File: src/shared/prot_ind_cfg.svh
// Constants of the protection indicator and settings block
// Assumes inclusion by bare name from the package and the design file
// What this block does
// - One shared phase indicator, one earth indicator
// - Yellow when started, red when operated
// - Red stays latched until a reset request
// - Per-indicator soft bit selects yellow latching
// - Button or two remote commands clear latches
// - Indicator state never gates protection
// - After operation, light over-start current indicators
// - Internal fault lights alarm and drives relay
// - Fault code is red one plus three digits
// - Setting on three right digits, marker lit
// - Phase low stage: definite or inverse select
// - Earth stage: definite or inverse select
// - High start from three bits, range bit
// - All three select bits set disables high stage
// - High delay 50/150/300/500 ms by two bits
// - Switch group view shows the checksum
`ifndef PROT_IND_CFG_SVH
`define PROT_IND_CFG_SVH
`define PI_CLK_HZ 40000000
`define PI_HS_T0_MS 50
`define PI_HS_T1_MS 150
`define PI_HS_T2_MS 300
`define PI_HS_T3_MS 500
`define PI_MS_CYC (`PI_CLK_HZ / 1000)
// Front switch bit positions (index from 0)
`define PI_FS_HS_SEL_LO 0
`define PI_FS_RANGE 5
`define PI_FS_HS_T_LO 6
// Soft switch bit positions
`define PI_SS_LS_RANGE_LO 0
`define PI_SS_LS_INV 2
`define PI_SS_PH_YMAN 3
`define PI_SS_EF_YMAN 4
`define PI_SS_EF_RANGE_LO 5
`define PI_SS_EF_INV 7
// Display selector, fault lead digit and indicator reset codes
`define PI_SEL_CHECKSUM 4'h8
`define PI_FAULT_LEAD 4'h1
`define PI_IND_RESET 2'h0
`endif

File: src/shared/prot_ind_pkg.sv
// Types of the protection indicator and settings block
// Assumes the config header is on the include path
`include "prot_ind_cfg.svh"
package prot_ind_pkg;
    // Indicator colour
    typedef enum logic [1:0] {PI_OFF, PI_YELLOW, PI_RED} pi_colour_e;
    // Display ownership
    typedef enum logic [1:0] {PI_DSP_SET, PI_DSP_SUM, PI_DSP_FLT} pi_dsp_e;
    // Whole registered state
    typedef struct packed {
        logic ph_y;
        logic ph_r;
        logic ef_y;
        logic ef_r;
        logic [2:0] cur_ind;
        logic [1:0] ph_col;
        logic [1:0] ef_col;
        logic alarm;
        logic sup_relay;
        logic [3:0] alarm_dly;
        logic [3:0] d_lead;
        logic lead_red;
        logic [11:0] d_low;
        logic [3:0] marker;
        logic ls_inv;
        logic [1:0] ls_rng;
        logic ef_inv;
        logic [1:0] ef_rng;
        logic hs_dis;
        logic hs_low_rng;
        logic [2:0] hs_idx;
        logic [31:0] hs_dly;
    } pi_state_s;
endpackage

File: src/hw/prot_ind.sv
// Indicator latching, alarm display and switch-derived settings
// Assumes stage start/trip levels and values synchronous to CLK_SYS
`timescale 1ns/1ps
`default_nettype none
`include "prot_ind_cfg.svh"
module prot_ind
    import prot_ind_pkg::*;
#(
    parameter int ALARM_DELAY = 8,
    parameter logic [5:0] RANGE_MAP = 6'b10_01_00
) (
    input wire logic CLK_SYS,
    input wire logic RESET,
    input wire logic PH_START,
    input wire logic PH_TRIP,
    input wire logic EF_START,
    input wire logic EF_TRIP,
    input wire logic [2:0] OVER_START,
    input wire logic RESET_BUTTON,
    input wire logic REMOTE_CLEAR_CMD_A,
    input wire logic REMOTE_CLEAR_CMD_B,
    input wire logic INTERNAL_FAULT,
    input wire logic FAULT_CODE_VALID,
    input wire logic [11:0] FAULT_CODE,
    input wire logic [7:0] FRONT_SWITCH_GROUP,
    input wire logic [7:0] SOFT_SWITCH_GROUP,
    input wire logic [3:0] SETTING_SEL,
    input wire logic [11:0] SETTING_VALUE,
    input wire logic [11:0] SWITCH_CHECKSUM,
    output logic [1:0] PHASE_IND,
    output logic [1:0] EARTH_IND,
    output logic [2:0] CURRENT_IND,
    output logic INTERNAL_FAULT_ALARM,
    output logic SUPERVISION_RELAY,
    output logic [3:0] DISP_LEAD,
    output logic DISP_LEAD_RED,
    output logic [11:0] DISP_DIGITS,
    output logic [3:0] SETTING_MARKER,
    output logic LS_INVERSE,
    output logic [1:0] LS_RANGE,
    output logic EF_INVERSE,
    output logic [1:0] EF_RANGE,
    output logic HS_DISABLED,
    output logic HS_LOW_RANGE,
    output logic [2:0] HS_START_IDX,
    output logic [31:0] HS_DELAY_CYC
);
    localparam logic [31:0] HS_C0 = 32'(`PI_HS_T0_MS * `PI_MS_CYC);
    localparam logic [31:0] HS_C1 = 32'(`PI_HS_T1_MS * `PI_MS_CYC);
    localparam logic [31:0] HS_C2 = 32'(`PI_HS_T2_MS * `PI_MS_CYC);
    localparam logic [31:0] HS_C3 = 32'(`PI_HS_T3_MS * `PI_MS_CYC);

    // Elaboration checks on the parameters
    if (ALARM_DELAY < 1 || ALARM_DELAY > 15) begin : g_bad_delay
        $error("ALARM_DELAY must be 1 to 15");
    end
    // Range table entries must be distinct codes
    if (RANGE_MAP[1:0] == RANGE_MAP[3:2]) begin : g_bad_map_a
        $error("RANGE_MAP entries 0 and 1 collide");
    end
    if (RANGE_MAP[1:0] == RANGE_MAP[5:4]) begin : g_bad_map_b
        $error("RANGE_MAP entries 0 and 2 collide");
    end
    if (RANGE_MAP[3:2] == RANGE_MAP[5:4]) begin : g_bad_map_c
        $error("RANGE_MAP entries 1 and 2 collide");
    end

    // Range bits to range index through the table
    function automatic logic [1:0] map_range(input logic [1:0] bits);
        logic [1:0] r;
        r = 2'h0;
        for (int i = 0; i < 3; i++) begin
            if (RANGE_MAP[i*2 +: 2] == bits) begin
                r = 2'(i);
            end
        end
        return r;
    endfunction

    // Colour from latched start and operate flags
    function automatic logic [1:0] colour(input logic y, input logic r);
        if (r) begin
            return 2'(PI_RED);
        end else if (y) begin
            return 2'(PI_YELLOW);
        end
        return 2'(PI_OFF);
    endfunction

    pi_state_s st_r; // Registered state
    pi_state_s st_nxt; // Next state
    logic clr; // Any clear request
    logic ph_ym; // Phase yellow manual mode
    logic ef_ym; // Earth yellow manual mode
    logic [1:0] hs_t; // High delay select

    assign clr = RESET_BUTTON | REMOTE_CLEAR_CMD_A
        | REMOTE_CLEAR_CMD_B;
    assign ph_ym = SOFT_SWITCH_GROUP[`PI_SS_PH_YMAN];
    assign ef_ym = SOFT_SWITCH_GROUP[`PI_SS_EF_YMAN];
    assign hs_t = FRONT_SWITCH_GROUP[`PI_FS_HS_T_LO +: 2];

    // Next state; indicators only observe stages, never feed back
    always_comb begin
        st_nxt = st_r;
        // Start latches: manual mode holds, self mode follows; set wins
        st_nxt.ph_y = PH_START | (ph_ym & st_r.ph_y & ~clr);
        st_nxt.ef_y = EF_START | (ef_ym & st_r.ef_y & ~clr);
        // Operate latches held until clear; trip set wins
        st_nxt.ph_r = PH_TRIP | (st_r.ph_r & ~clr);
        st_nxt.ef_r = EF_TRIP | (st_r.ef_r & ~clr);
        // Shared phase and separate earth colours
        st_nxt.ph_col = colour(st_nxt.ph_y, st_nxt.ph_r);
        st_nxt.ef_col = colour(st_nxt.ef_y, st_nxt.ef_r);
        // Current indicators latched on operation
        if (PH_TRIP | EF_TRIP) begin
            st_nxt.cur_ind = st_r.cur_ind | OVER_START;
        end else if (clr) begin
            st_nxt.cur_ind = 3'h0;
        end
        // Alarm after a short delay, relay at the same moment
        if (!INTERNAL_FAULT) begin
            st_nxt.alarm_dly = 4'h0;
            st_nxt.alarm = 1'b0;
        end else if (st_r.alarm_dly == 4'(ALARM_DELAY)) begin
            st_nxt.alarm = 1'b1;
        end else begin
            st_nxt.alarm_dly = st_r.alarm_dly + 4'h1;
        end
        st_nxt.sup_relay = st_nxt.alarm;
        // Display ownership: fault code, checksum, or setting
        if (st_nxt.alarm && FAULT_CODE_VALID) begin
            st_nxt.d_lead = `PI_FAULT_LEAD;
            st_nxt.lead_red = 1'b1;
            st_nxt.d_low = FAULT_CODE;
            st_nxt.marker = 4'h0;
        end else if (SETTING_SEL == `PI_SEL_CHECKSUM) begin
            st_nxt.d_lead = 4'h0;
            st_nxt.lead_red = 1'b0;
            st_nxt.d_low = SWITCH_CHECKSUM;
            st_nxt.marker = SETTING_SEL;
        end else begin
            st_nxt.d_lead = 4'h0;
            st_nxt.lead_red = 1'b0;
            st_nxt.d_low = SETTING_VALUE;
            st_nxt.marker = SETTING_SEL;
        end
        // Characteristic and range selection
        st_nxt.ls_inv = SOFT_SWITCH_GROUP[`PI_SS_LS_INV];
        st_nxt.ls_rng = map_range(
            SOFT_SWITCH_GROUP[`PI_SS_LS_RANGE_LO +: 2]);
        st_nxt.ef_inv = SOFT_SWITCH_GROUP[`PI_SS_EF_INV];
        st_nxt.ef_rng = map_range(
            SOFT_SWITCH_GROUP[`PI_SS_EF_RANGE_LO +: 2]);
        // High-set start selection and disable
        st_nxt.hs_idx = FRONT_SWITCH_GROUP[`PI_FS_HS_SEL_LO +: 3];
        st_nxt.hs_low_rng = FRONT_SWITCH_GROUP[`PI_FS_RANGE];
        st_nxt.hs_dis = &FRONT_SWITCH_GROUP[`PI_FS_HS_SEL_LO +: 3];
        // High-set delay in cycles
        case (hs_t)
            2'h0: st_nxt.hs_dly = HS_C0;
            2'h1: st_nxt.hs_dly = HS_C1;
            2'h2: st_nxt.hs_dly = HS_C2;
            2'h3: st_nxt.hs_dly = HS_C3;
            default: st_nxt.hs_dly = HS_C0;
        endcase
    end

    // State register with synchronous reset
    always_ff @(posedge CLK_SYS) begin
        if (RESET) begin
            st_r <= '0;
        end else begin
            st_r <= st_nxt;
        end
    end

    // Outputs straight from the state register
    assign PHASE_IND = st_r.ph_col;
    assign EARTH_IND = st_r.ef_col;
    assign CURRENT_IND = st_r.cur_ind;
    assign INTERNAL_FAULT_ALARM = st_r.alarm;
    assign SUPERVISION_RELAY = st_r.sup_relay;
    assign DISP_LEAD = st_r.d_lead;
    assign DISP_LEAD_RED = st_r.lead_red;
    assign DISP_DIGITS = st_r.d_low;
    assign SETTING_MARKER = st_r.marker;
    assign LS_INVERSE = st_r.ls_inv;
    assign LS_RANGE = st_r.ls_rng;
    assign EF_INVERSE = st_r.ef_inv;
    assign EF_RANGE = st_r.ef_rng;
    assign HS_DISABLED = st_r.hs_dis;
    assign HS_LOW_RANGE = st_r.hs_low_rng;
    assign HS_START_IDX = st_r.hs_idx;
    assign HS_DELAY_CYC = st_r.hs_dly;
endmodule
`default_nettype wire

File: config.mk
export PLATFORM = sky130hd
export DESIGN_NAME = prot_ind
export DESIGN_NICKNAME = d
export VERILOG_FILES = /design/src/shared/prot_ind_pkg.sv /design/src/hw/prot_ind.sv
export VERILOG_INCLUDE_DIRS = /design/src /design/src/shared
export SDC_FILE = /design/constraint.sdc
export NUM_CORES = 1
export LEC_CHECK = 0
export BUFFER_PORTS_ARGS = -buffer_cell sky130_fd_sc_hd__buf_2
export CAP_MARGIN = 20
export CORE_ASPECT_RATIO = 1.25
export CORE_UTILIZATION = 37
export CTS_BUF_LIST = sky130_fd_sc_hd__clkbuf_8
export CTS_CLUSTER_DIAMETER = 200
export DETAILED_ROUTE_END_ITERATION = 12
export MAX_ROUTING_LAYER = met4
export PLACE_DENSITY_LB_ADDON = 0.08
export SYNTH_ARGS = -nofsm -noshare
export SYNTH_HDL_FRONTEND = slang
export SYNTH_SLANG_ARGS = --single-unit
File: constraint.sdc
create_clock -name CLK_SYS -period 1.88 [get_ports CLK_SYS]
set_input_delay 0.376 -clock CLK_SYS [delete_from_list [all_inputs] [get_ports CLK_SYS]]
set_output_delay 0.376 -clock CLK_SYS [all_outputs]
set_load 0.02 [all_outputs]
# Word-level counts from Yosys, hierarchy flattened
# Cells that the tools add are included.
# classes
n_addsub	1
n_eq_ne	9
mux	19
n_bitwise	18
reduce_logical	12
# ops
operator	n
case mux 32 bit (4 select lines)	1
two-way mux 18 bit	1
two-way mux 16 bit	1
two-way mux 2 bit	6
OR reduction 2 bit	6
equality test 4 bit, second input constant	2
two-way mux 1 bit	8
OR 1 bit	7
AND 1 bit	6
two-way mux 3 bit	2
OR reduction 3 bit	2
adder 4 x 1 -> 4 bit, second input constant	1
equality test 1 x 2 -> 1 bit, first input constant	2
equality test 2 bit, first input constant	2
equality test 2 bit, second input constant	2
NOT 1 bit	4
OR 3 bit	1
AND reduction 3 bit	1
equality test 2 x 1 -> 1 bit, second input constant	1
zero test 2 bit	1
nonzero test 2 bit	1
logical AND 1 bit	1
# word_totals
register_bits	80
in_bits	70

# Depth between registers and ports, before layout
# Gate-level depths: netlist of the first run.
# depth
ltp_word	9
mapped_depth	7

# Worst setup path after synthesis of the first run
# No wires, ideal clock.
# synth_timing
path_kind	reg2reg
start	register st_r[64] (netlist bit)
end	register st_r, in the netlist DISP_DIGITS[11]
setup_time_ns	0.087
t_arrival_ns	1.493
t_required_ns	1.793
path_slack_ns	0.300
stages_incl_launch_ff	8
n_path_buf	2
synth_period_minus_slack_ns	1.580
cell_sequence	dfxtp_1 inv_1 ha_1 and3b_1 buf_2 or2_4 buf_6 a221oi_2
# synth_via
elab_chain_cells	5
# synth_rtl
item	line_no	text
start, declared	prot_ind.sv:90	pi_state_s st_r;
start signal, assigned	prot_ind.sv:174	st_r <= st_nxt;
equality test 4 bit	prot_ind.sv:125	end else if (st_r.alarm_dly == 4'(ALARM_DELAY)) begin
two-way mux 1 bit	prot_ind.sv:125	
two-way mux 1 bit	prot_ind.sv:122	if (!INTERNAL_FAULT) begin
logical AND 1 bit	prot_ind.sv:132	if (st_nxt.alarm && FAULT_CODE_VALID) begin
two-way mux 18 bit	prot_ind.sv:132	
# Every way passes these cells.
# A chain may end at the register's enable or synchronous reset.

# Worst setup path in the final report of the first run
# layout_timing
start	register st_r[64] (netlist bit)
end	register st_r, in the netlist DISP_DIGITS[10]
# Same word-level chain as after synthesis.

==> results of run 1 <==
state kept, by name, summed over array words and instances (netlist names), 2 cells and up:
name,count
HS_START_IDX,3
SETTING_MARKER,4
PHASE_IND,2
EARTH_IND,2
DISP_DIGITS,12
st_r,8
EF_RANGE,2
CURRENT_IND,3
LS_RANGE,2
HS_DELAY_CYC,10
power breakdown:
part	switching (mW)	internal, mW
clock network	0.394	0.263
registers	0.0156	1.20
logic	0.216	0.144
total	0.626	1.61
how the worst max path moves through the flow:
| stage | endpoint | slack, ps | cells past startpoint |
|---|---|---|---|
| after floorplan | DISP_DIGITS[11] | 300 | 7 |
| after global placement | DISP_DIGITS[10] | 280 | 5 |
| after detailed placement | DISP_DIGITS[10] | 280 | 5 |
| after CTS | DISP_DIGITS[10] | 250 | 5 |
| after global routing | DISP_DIGITS[0] | 100 | 5 |
| final | DISP_DIGITS[10] | 250 | 5 |
logic make-up after synthesis:
family                     after synthesis  synth area share, %
buffers and inverters                   80                 23.7
muxes                                   13                 5.37
other                                    1                0.155
adders and majority gates                2                 1.03
and+or+nand+nor                         62                 13.9
xor gates and xnor gates                 2                0.723
AOI/OAI and AO/OA                       26                 10.5
DFF                                     54                 44.6
metal layers:
layer  part of all wire (%)  vias up  global-route usage [%]
met3                    7.1        6                    3.48
met1                     44      747                    17.2
li1                       -      865                       -
met5                      0        -                       -
met2                     47       80                    21.8
met4                    1.8        0                    6.13
final cells by class:
cell class,count,area share (%)
repair buffers,128,23.6
inverters,4,0.540
multi-input cells,123,29.9
flip-flops and latches,54,38.9
well taps,85,3.83
clock inverters,3,0.765
clock buffers,5,2.48
placed cells by master (no fill, tap or decap), types with 2 or more instances in the layout:
master | Yosys | layout
a21oi_1 | 8 | 8
a221oi_1 | 2 | 2
a221oi_2 | 10 | 10
a31oi_1 | 2 | 2
and2_1 | 2 | 2
and3_1 | 4 | 4
buf_2 | 1 | 122
buf_4 | 68 | 6
clkbuf_8 | 0 | 5
conb_1 | 1 | 18
dfxtp_1 | 54 | 54
ha_1 | 2 | 2
inv_1 | 4 | 4
mux2i_1 | 13 | 13
nand2_1 | 6 | 6
nor2_1 | 26 | 26
nor2b_1 | 8 | 8
nor3_1 | 2 | 2
nor3b_1 | 6 | 6
o21ai_0 | 3 | 3
metrics by stage:
step	hold slack, ps	setup slack [ps]	power [mW]
final	221	254	2.23
after global routing	205	99.2	2.34
after CTS	211	245	2.27
after detailed placement	463	278	1.61
after global placement	462	281	1.60
after floorplan	448	300	1.56
worst max-delay path: stages, from the launching register on:
cell and delay [ps]:
dfxtp_1 370, inv_1 70, ha_1 200, and3b_1 260, or2_4 350, a221oi_1 280
cells in the mapped netlist:
master    instances
buf_6             1
and3_1            4
a221oi_2         10
o21ai_0           3
xnor2_1           1
conb_1            1
dfxtp_1          54
nor3b_1           6
ha_1              2
buf_1             2
nor4b_4           1
and2_1            2
nand3_1           1
buf_8             1
or2_4             1
nor2_1           26
buf_2             1
buf_4            68
a21oi_1           8
and3b_1           1
xor2_1            1
inv_1             4
nand2_1           6
a221oi_1          2
nor2b_1           8
nor3_1            2
mux2i_1          13
nand3b_1          1
and3_2            1
or2_0             1
a31oi_1           2
o21bai_4          1
clkbuf_1          3
nand2b_1          1
==> results.toml, run 1 <==
[clock_tree]
root_buffer = "clkbuf_8"
cts_sinks = 54
cts_tree = "done"
cts_resized = 0
cts_made_buffers = 5
postCtsHoldBufs = 0
htreeDepth = 2
clk_pin_slew_ps = 100
postCtsSetupBuffers = 0
clock_path_buffers = 2
clk_latency_ps = 310

[timing]
finalSetupTns_ps = 0
final-setup-viol-count = 0
final_hold_viol_count = 0
clock.fmax_mhz = 615
min_period_ps = 1630
fin_skew_ps = 6.33
rsz0062_at_grt = "no"
maxSlewViolCount = 0
fin_crit_sh_pct = 86.5

[critical_path]
cp-start-kind = "register"
timing.rr.start = "st_r[64]"
critPathKind = "reg -> reg"
rrSetupSlack_ps = 250
worstPathRequired_ps = 2100
critPathLaunch = "st_r[64]"
crit_path_end_kind = "register"
rr_endpoint = "DISP_DIGITS[10]"
rr_worst_depth = 5
crit_arrival_ps = 1840
critPathMaxFanout = 13

[routing]
drt_iter0_drc = 64
drc = 0
wl_mm = 4.56
antenna_left = 0
viasPerCell = 4.22
detail_route.wl_per_cell_um = 11.3
vias = 1698
dr.pass1.iters = 4

[grt]
grt_pass1_vias = 1501
grt_pass1_wl_mm = 7.04
antenna_found_initial = 0
grt_max_degree = 27
globalRouteOverflowTotal = 0
track_usage_pct = 14.1

[die]
start_util_pct = 38.8
coreArea_mm2 = 0.00625
die_height_um = 92.5
die_w_um = 74.4
dieArea_mm2 = 0.00688
fp-row-count = 32
io-pin-count = 143

[finish]
n_fill_cell = 637
fin_cells = 402
final_util_pct = 44.5
multi_input_area_um2 = 831
diodes = 0
seqCellArea_mm2 = 0.00108
nets = 388
area_growth_pct = 14.7
drive_above_1_share_pct = 47.3
fin_area_mm2 = 0.00278

[synth]
syn_area_mm2 = 0.00242
synth.avg_cell_area_um2 = 10.1
ys_top_cells_by_area = "dfxtp_1 (45%), buf_4 (21%), a221oi_2 (6.2%)"
seq_area_frac_synth_pct = 44.6
ys_warn_count = 0
synth_largest_area_cell = "dfxtp_1"
ys_seq_elements = 54
ys_types = 34
synthCells = 240
synth_top_area_share_pct = 44.6

[power]
power_density_mw_per_mm2 = 804
ir_drop_uv = 347
p_leak_nw = 1.37

[outcome]
status = "completed"

[place]
placed_area_mm2 = 0.00269
place_hpwl_mm = 3.39
placed_cells = 394
port_buffers = 122
place.gp.congestion = 0.698

[min_path]
hp-class = "in -> reg"
min_to = "EF_RANGE[0]"
holdPathStages = 2
hp-start = "SOFT_SWITCH_GROUP[6]"

[flow_run]
cap_violations = 0
(Power assumes the default switching activity.)
==> inputs of run 2 (changes only) <==
--- a/config.mk
+++ b/config.mk
@@ -14,7 +14,7 @@
 export CTS_CLUSTER_DIAMETER = 200
 export DETAILED_ROUTE_END_ITERATION = 12
 export MAX_ROUTING_LAYER = met4
-export PLACE_DENSITY_LB_ADDON = 0.08
+export PLACE_DENSITY = 0.7
 export SYNTH_ARGS = -nofsm -noshare
 export SYNTH_HDL_FRONTEND = slang
 export SYNTH_SLANG_ARGS = --single-unit
==> run 2 against run 1 <==
Effect of this change: sequential power about the same; core utilization increased by 0.14 points; sequential cell count unchanged; critical path depth unchanged; worst hold slack improved by 15 ps; clock-buffer cell count unchanged; power decreased by 1.2%; clock power decreased by 4.4%; largest power group unchanged.
==> results.toml, run 2 (synthesis gave the netlist of run 1 again) <==
[outcome]
status = "completed"

[critical_path]
rrSetupSlack_ps = 210
critPathMaxStageDelay_ps = 360
rr_endpoint = "DISP_DIGITS[0]"
worst-path-stages = 5
rr_worst_depth = 5
timing.rr.start = "st_r[64]"
path_buf_inv = 1
crit_path_end_kind = "register"
crit_family = "simple AND/OR/NAND/NOR gates"
cp-start-kind = "register"
crit_arrival_ps = 1870
worstPathCellList = "inv_1 > ha_1 > and3b_1 > or2_4 > a221oi_1"
critPathMaxFanout = 13
worstPathRequired_ps = 2080
critPathKind = "reg -> reg"
crit_slowest_cell = "dfxtp_1"

[finish]
diodes = 0
fin_cells = 402
layout_common_cells = "buf_2 (122), dfxtp_1 (54), nor2_1 (26)"
area_growth_pct = 15.0
largest_register_ffs = 12
n_fill_cell = 641
drive_above_1_share_pct = 47.0
final_common_cell = "buf_2"
nets = 388

[power]
power_density_mw_per_mm2 = 792
pwr-share-clk_pct = 28.5
power_frac_seq_pct = 55.2
power.switching_uw = 600
swShare_pct = 27.2
p_leak_nw = 1.38
ir_drop_uv = 433
p_int_mw = 1.61
pwr-share-comb_pct = 16.4

[grt]
gr-usage-met2_pct = 24.8
grt_max_degree = 24
antenna_found_initial = 0
track_usage_pct = 14.3
grt_pass1_wl_mm = 7.36
grt_pass1_vias = 1695
grt_use_met3_pct = 3.05
globalRouteOverflowTotal = 0
use_met1_pct = 14.8
top_usage_layer = "met2"

[routing]
antenna_left = 0
drc = 0
detail_route.wl_per_cell_um = 11.3
vias = 1704
drt_iter0_drc = 50
viasPerCell = 4.24
dr.pass1.iters = 4
wl_mm = 4.55

[die]
fp-row-count = 32
dieArea_mm2 = 0.00688
die_height_um = 92.5
coreArea_mm2 = 0.00625
io-pin-count = 143
die_w_um = 74.4
start_util_pct = 38.8

[flow_run]
cap_violations = 0

[place]
place_hpwl_mm = 3.53
place.gp.congestion = 0.787
port_buffers = 122
placed_cells = 394

[clock_tree]
clk_pin_slew_ps = 100
cts_made_buffers = 5
postCtsSetupBuffers = 0
clock_path_buffers = 2
clk_latency_ps = 300
cts_tree = "done"
root_buffer = "clkbuf_8"
postCtsHoldBufs = 0
cts_sinks = 54
cts_resized = 0
htreeDepth = 2

[timing]
final-setup-viol-count = 0
fin_crit_sh_pct = 88.9
final_hold_viol_count = 0
rsz0062_at_grt = "no"
fin_skew_ps = 7.98
clock.fmax_mhz = 598
finalSetupTns_ps = 0
min_period_ps = 1670
maxSlewViolCount = 0

[min_path]
hp-class = "in -> reg"
holdPathStages = 2
min_to = "LS_RANGE[0]"
hp-start = "SOFT_SWITCH_GROUP[1]"
## run 2: worst max path at each step
stage | start | end | slack (ps)
floorplan | st_r[64] | DISP_DIGITS[11] | 300
global placement | st_r[64] | DISP_DIGITS[0] | 310
detailed placement | st_r[64] | DISP_DIGITS[0] | 210
CTS | st_r[64] | DISP_DIGITS[0] | 180
global route | st_r[65] | DISP_DIGITS[0] | 130
finish | st_r[64] | DISP_DIGITS[0] | 210
## run 2: metrics by stage
| step | util [%] | hold WS (ps) | setup slack, ps | total power [mW] | instance area [um2] |
|---|---|---|---|---|---|
| after floorplan | - | 448 | 300 | 1.56 | 2490 |
| after global placement | 43.2 | 457 | 310 | 1.60 | 2700 |
| after detailed placement | 43.2 | 480 | 211 | 1.61 | 2700 |
| after CTS | 44.6 | 226 | 182 | 2.24 | 2790 |
| after global routing | 44.6 | 218 | 135 | 2.33 | 2790 |
| final | 44.6 | 236 | 208 | 2.21 | 2790 |
## run 2: cell type report
type	instances	area, um2	area share (%)
sequential	54	1080	38.8
multi-input combinational	123	831	29.8
timing repair buffer	128	668	24.0
tap	85	106	3.82
clock buffer	5	68.8	2.47
clock inverter	3	17.5	0.628
inverter	4	15.0	0.539
## run 2: power by group through the flow
stage	clock network (mW)	logic (mW)	registers (mW)
final	0.628	0.361	1.22
after global routing	0.705	0.397	1.22
after CTS	0.653	0.365	1.22
after detailed placement	0	0.364	1.24
after global placement	0	0.360	1.24
after floorplan	0	0.308	1.25
## run 2: per-layer routing
metal	wire [um]	share of wire, %
met3	249	5.5
met5	0	0
met1	1870	41
met2	2320	51
met4	117	2.6
## run 2: worst register-to-register path: stages (launching register included)
cell	delay, ps
dfxtp_1	360
inv_1	80
ha_1	210
and3b_1	260
or2_4	350
a221oi_1	320
==> inputs of run 3 (changes only) <==
--- a/config.mk
+++ b/config.mk
@@ -6,6 +6,7 @@
 export SDC_FILE = /design/constraint.sdc
 export NUM_CORES = 1
 export LEC_CHECK = 0
+export ABC_AREA = 1
 export BUFFER_PORTS_ARGS = -buffer_cell sky130_fd_sc_hd__buf_2
 export CAP_MARGIN = 20
 export CORE_ASPECT_RATIO = 1.25
@@ -14,7 +15,7 @@
 export CTS_CLUSTER_DIAMETER = 200
 export DETAILED_ROUTE_END_ITERATION = 12
 export MAX_ROUTING_LAYER = met4
-export PLACE_DENSITY = 0.7
+export PLACE_DENSITY = 0.69
 export SYNTH_ARGS = -nofsm -noshare
 export SYNTH_HDL_FRONTEND = slang
 export SYNTH_SLANG_ARGS = --single-unit
==> run 3 against run 2 <==
Effect of this change: global-route usage grew 0.37 points; sequential share of layout area fell by 0.10 points; sequential cell count did not move; clock-buffer cell count unchanged; final area up 0.27%; highest routed layer unchanged; worst setup slack improved by 220 ps; worst hold slack improved by 11 ps; first-iteration DRC count shrank 40%; critical endpoint is now SETTING_MARKER[1]; via count grew 15%.
==> results.toml, run 3 <==
[timing]
rsz0062_at_grt = "no"
finalSetupTns_ps = 0
min_period_ps = 1450
fin_skew_ps = 1.88
clock.fmax_mhz = 689
final_hold_viol_count = 0
maxSlewViolCount = 0
fin_crit_sh_pct = 77.2
final-setup-viol-count = 0

[grt]
globalRouteOverflowTotal = 0
grt_pass1_vias = 1736
track_usage_pct = 14.7
grt_pass1_wl_mm = 7.60
antenna_found_initial = 0
grt_max_degree = 26

[min_path]
holdPathStages = 2
hp-class = "in -> reg"
min_to = "LS_RANGE[0]"
hp-start = "SOFT_SWITCH_GROUP[1]"

[clock_tree]
cts_made_buffers = 5
postCtsSetupBuffers = 0
clock_path_buffers = 2
clk_latency_ps = 290
cts_resized = 0
cts_tree = "done"
htreeDepth = 2
clk_pin_slew_ps = 90
root_buffer = "clkbuf_8"
cts_sinks = 54
postCtsHoldBufs = 0

[synth]
ys_warn_count = 0
ys_types = 23
synthCells = 312
yosys_most_used_dff = "dfxtp_1"
synth-xor-area-share_pct = 0.355
synth_largest_area_cell = "dfxtp_1"
synth_top_family_by_area = "buffers and inverters"
synth_edf_count = 0
synth_fa_ha_area_share_pct = 1.01
synth_most_common_cell = "buf_4"
muxShareOfSynthArea_pct = 0
ys_top_cells_by_area = "dfxtp_1 (44%), buf_4 (21%), nand3_1 (7.7%)"
async_flop_share_pct = 0
yosys-top-cells-count = "buf_4 (69), dfxtp_1 (54), nand2_1 (49)"
synth_compound_area_share_pct = 3.90
ys_seq_elements = 54
yosys.area_share.simple_pct = 22.5
syn_area_mm2 = 0.00247
seq_area_frac_synth_pct = 43.8
synth.avg_cell_area_um2 = 7.91
synth_top_area_share_pct = 43.8

[finish]
largest_register_ffs = 12
diodes = 0
area_growth_pct = 13.2
nets = 457
drive_above_1_share_pct = 36.4
final_util_pct = 44.2
layout_common_cells = "buf_2 (122), dfxtp_1 (54), nand2_1 (49)"
final_common_cell = "buf_2"

[routing]
antenna_left = 0
drt_iter0_drc = 30
detail_route.wl_per_cell_um = 10.1
viasPerCell = 4.17
dr.pass1.iters = 4
vias = 1959
wl_mm = 4.77
drc = 0

[outcome]
status = "completed"

[critical_path]
path_buf_inv = 1
rrSetupSlack_ps = 430
worstPathRequired_ps = 2110
timing.rr.start = "st_r[64]"
rr_worst_depth = 7
critPathKind = "reg -> reg"
cp-start-kind = "register"
critPathMaxFanout = 14
crit_path_end_kind = "register"
crit_family = "simple AND/OR/NAND/NOR gates"
critPathMostFrequentCell = "nand2_1"
critPathMaxStageDelay_ps = 400
crit_arrival_ps = 1690
crit_slowest_cell = "dfxtp_1"
worstPathCellList = "inv_1 > ha_1 > nand3_2 > nand2_1 > nand2_2 > nand2_1 > nor2_1"
rr_endpoint = "SETTING_MARKER[1]"

[power]
pwr-share-clk_pct = 27.6
power.switching_uw = 601
swShare_pct = 27.5
power_density_mw_per_mm2 = 783
pwr-share-comb_pct = 16.6
ir_drop_uv = 358
power_frac_seq_pct = 55.7
p_int_mw = 1.59
p_leak_nw = 1.61

[die]
fp-row-count = 32
die_height_um = 93.3
start_util_pct = 39.0
dieArea_mm2 = 0.00700
coreArea_mm2 = 0.00633
io-pin-count = 143
die_w_um = 75.1

[place]
place_hpwl_mm = 3.76
place.gp.congestion = 0.776
port_buffers = 122

[flow_run]
cap_violations = 0
## run 3: changes by cell type in the layout (fill, tap and decap cells not counted), sizes merged, moves of 5 or more
cell    previous run  this run
nand2              6        50
nand3              1        39
inv                5        34
mux2i             13         0
a221oi            12         0
nor2b              8         0
nor3b              6         0
and3               5         0
## run 3: power groups by stage
stage | clock network (mW) | registers (mW) | logic [mW]
2_1_floorplan | 0 | 1.25 | 0.316
3_3_place_gp | 0 | 1.25 | 0.364
3_5_place_dp | 0 | 1.25 | 0.367
4_1_cts | 0.639 | 1.22 | 0.368
5_1_grt | 0.686 | 1.23 | 0.410
6_report | 0.605 | 1.22 | 0.364
## run 3: worst register-to-register path, cell delays in order, from the launching register on
cell and delay (ps):
dfxtp_1 400, inv_1 60, ha_1 200, nand3_2 130, nand2_1 80, nand2_2 240
nand2_1 160, nor2_1 110
## run 3: layout make-up
| cell class | count | area (um2) |
|---|---|---|
| clock buffer | 5 | 68.8 |
| clock inverter | 2 | 15.0 |
| fill | 688 | 3530 |
| inverter | 35 | 131 |
| multi-input combinational | 163 | 752 |
| sequential | 54 | 1080 |
| tap | 85 | 106 |
| timing repair buffer | 126 | 641 |
## run 3: cells by family after synthesis
group,after synthesis
buffers and inverters,112
flip-flops,54
AO/OA/AOI/OAI,17
adder cells (fa/ha/maj),2
AND/OR/NAND/NOR,125
other,1
XOR/XNOR,1
## run 3: how the worst max path moves through the flow
stage                                    to  depth (start not counted)      from
after floorplan             DISP_DIGITS[11]                          8  st_r[64]
after global placement    SETTING_MARKER[3]                          7  st_r[64]
after detailed placement  SETTING_MARKER[1]                          7  st_r[64]
after CTS                 SETTING_MARKER[1]                          7  st_r[64]
after global routing      SETTING_MARKER[1]                          7  st_r[64]
final                     SETTING_MARKER[1]                          7  st_r[64]
## run 3: stage by stage
step,instance area (um2),cells,hold slack (ps),power [mW],setup slack (ps)
finish,2800,470,247,2.19,428
global placement,2710,463,463,1.61,470
CTS,2800,470,231,2.23,397
global route,2800,470,225,2.32,207
floorplan,2530,329,448,1.56,678
detailed placement,2710,463,475,1.62,414
## run 3: routing by layer
metal  track usage [%]  vias up  part of all wire [%]
li1                  -     1016                     -
met4              5.19        0                   1.2
met3              3.23        4                   7.8
met5                 -        -                     0
met1              15.6      846                    39
met2              26.1       93                    52
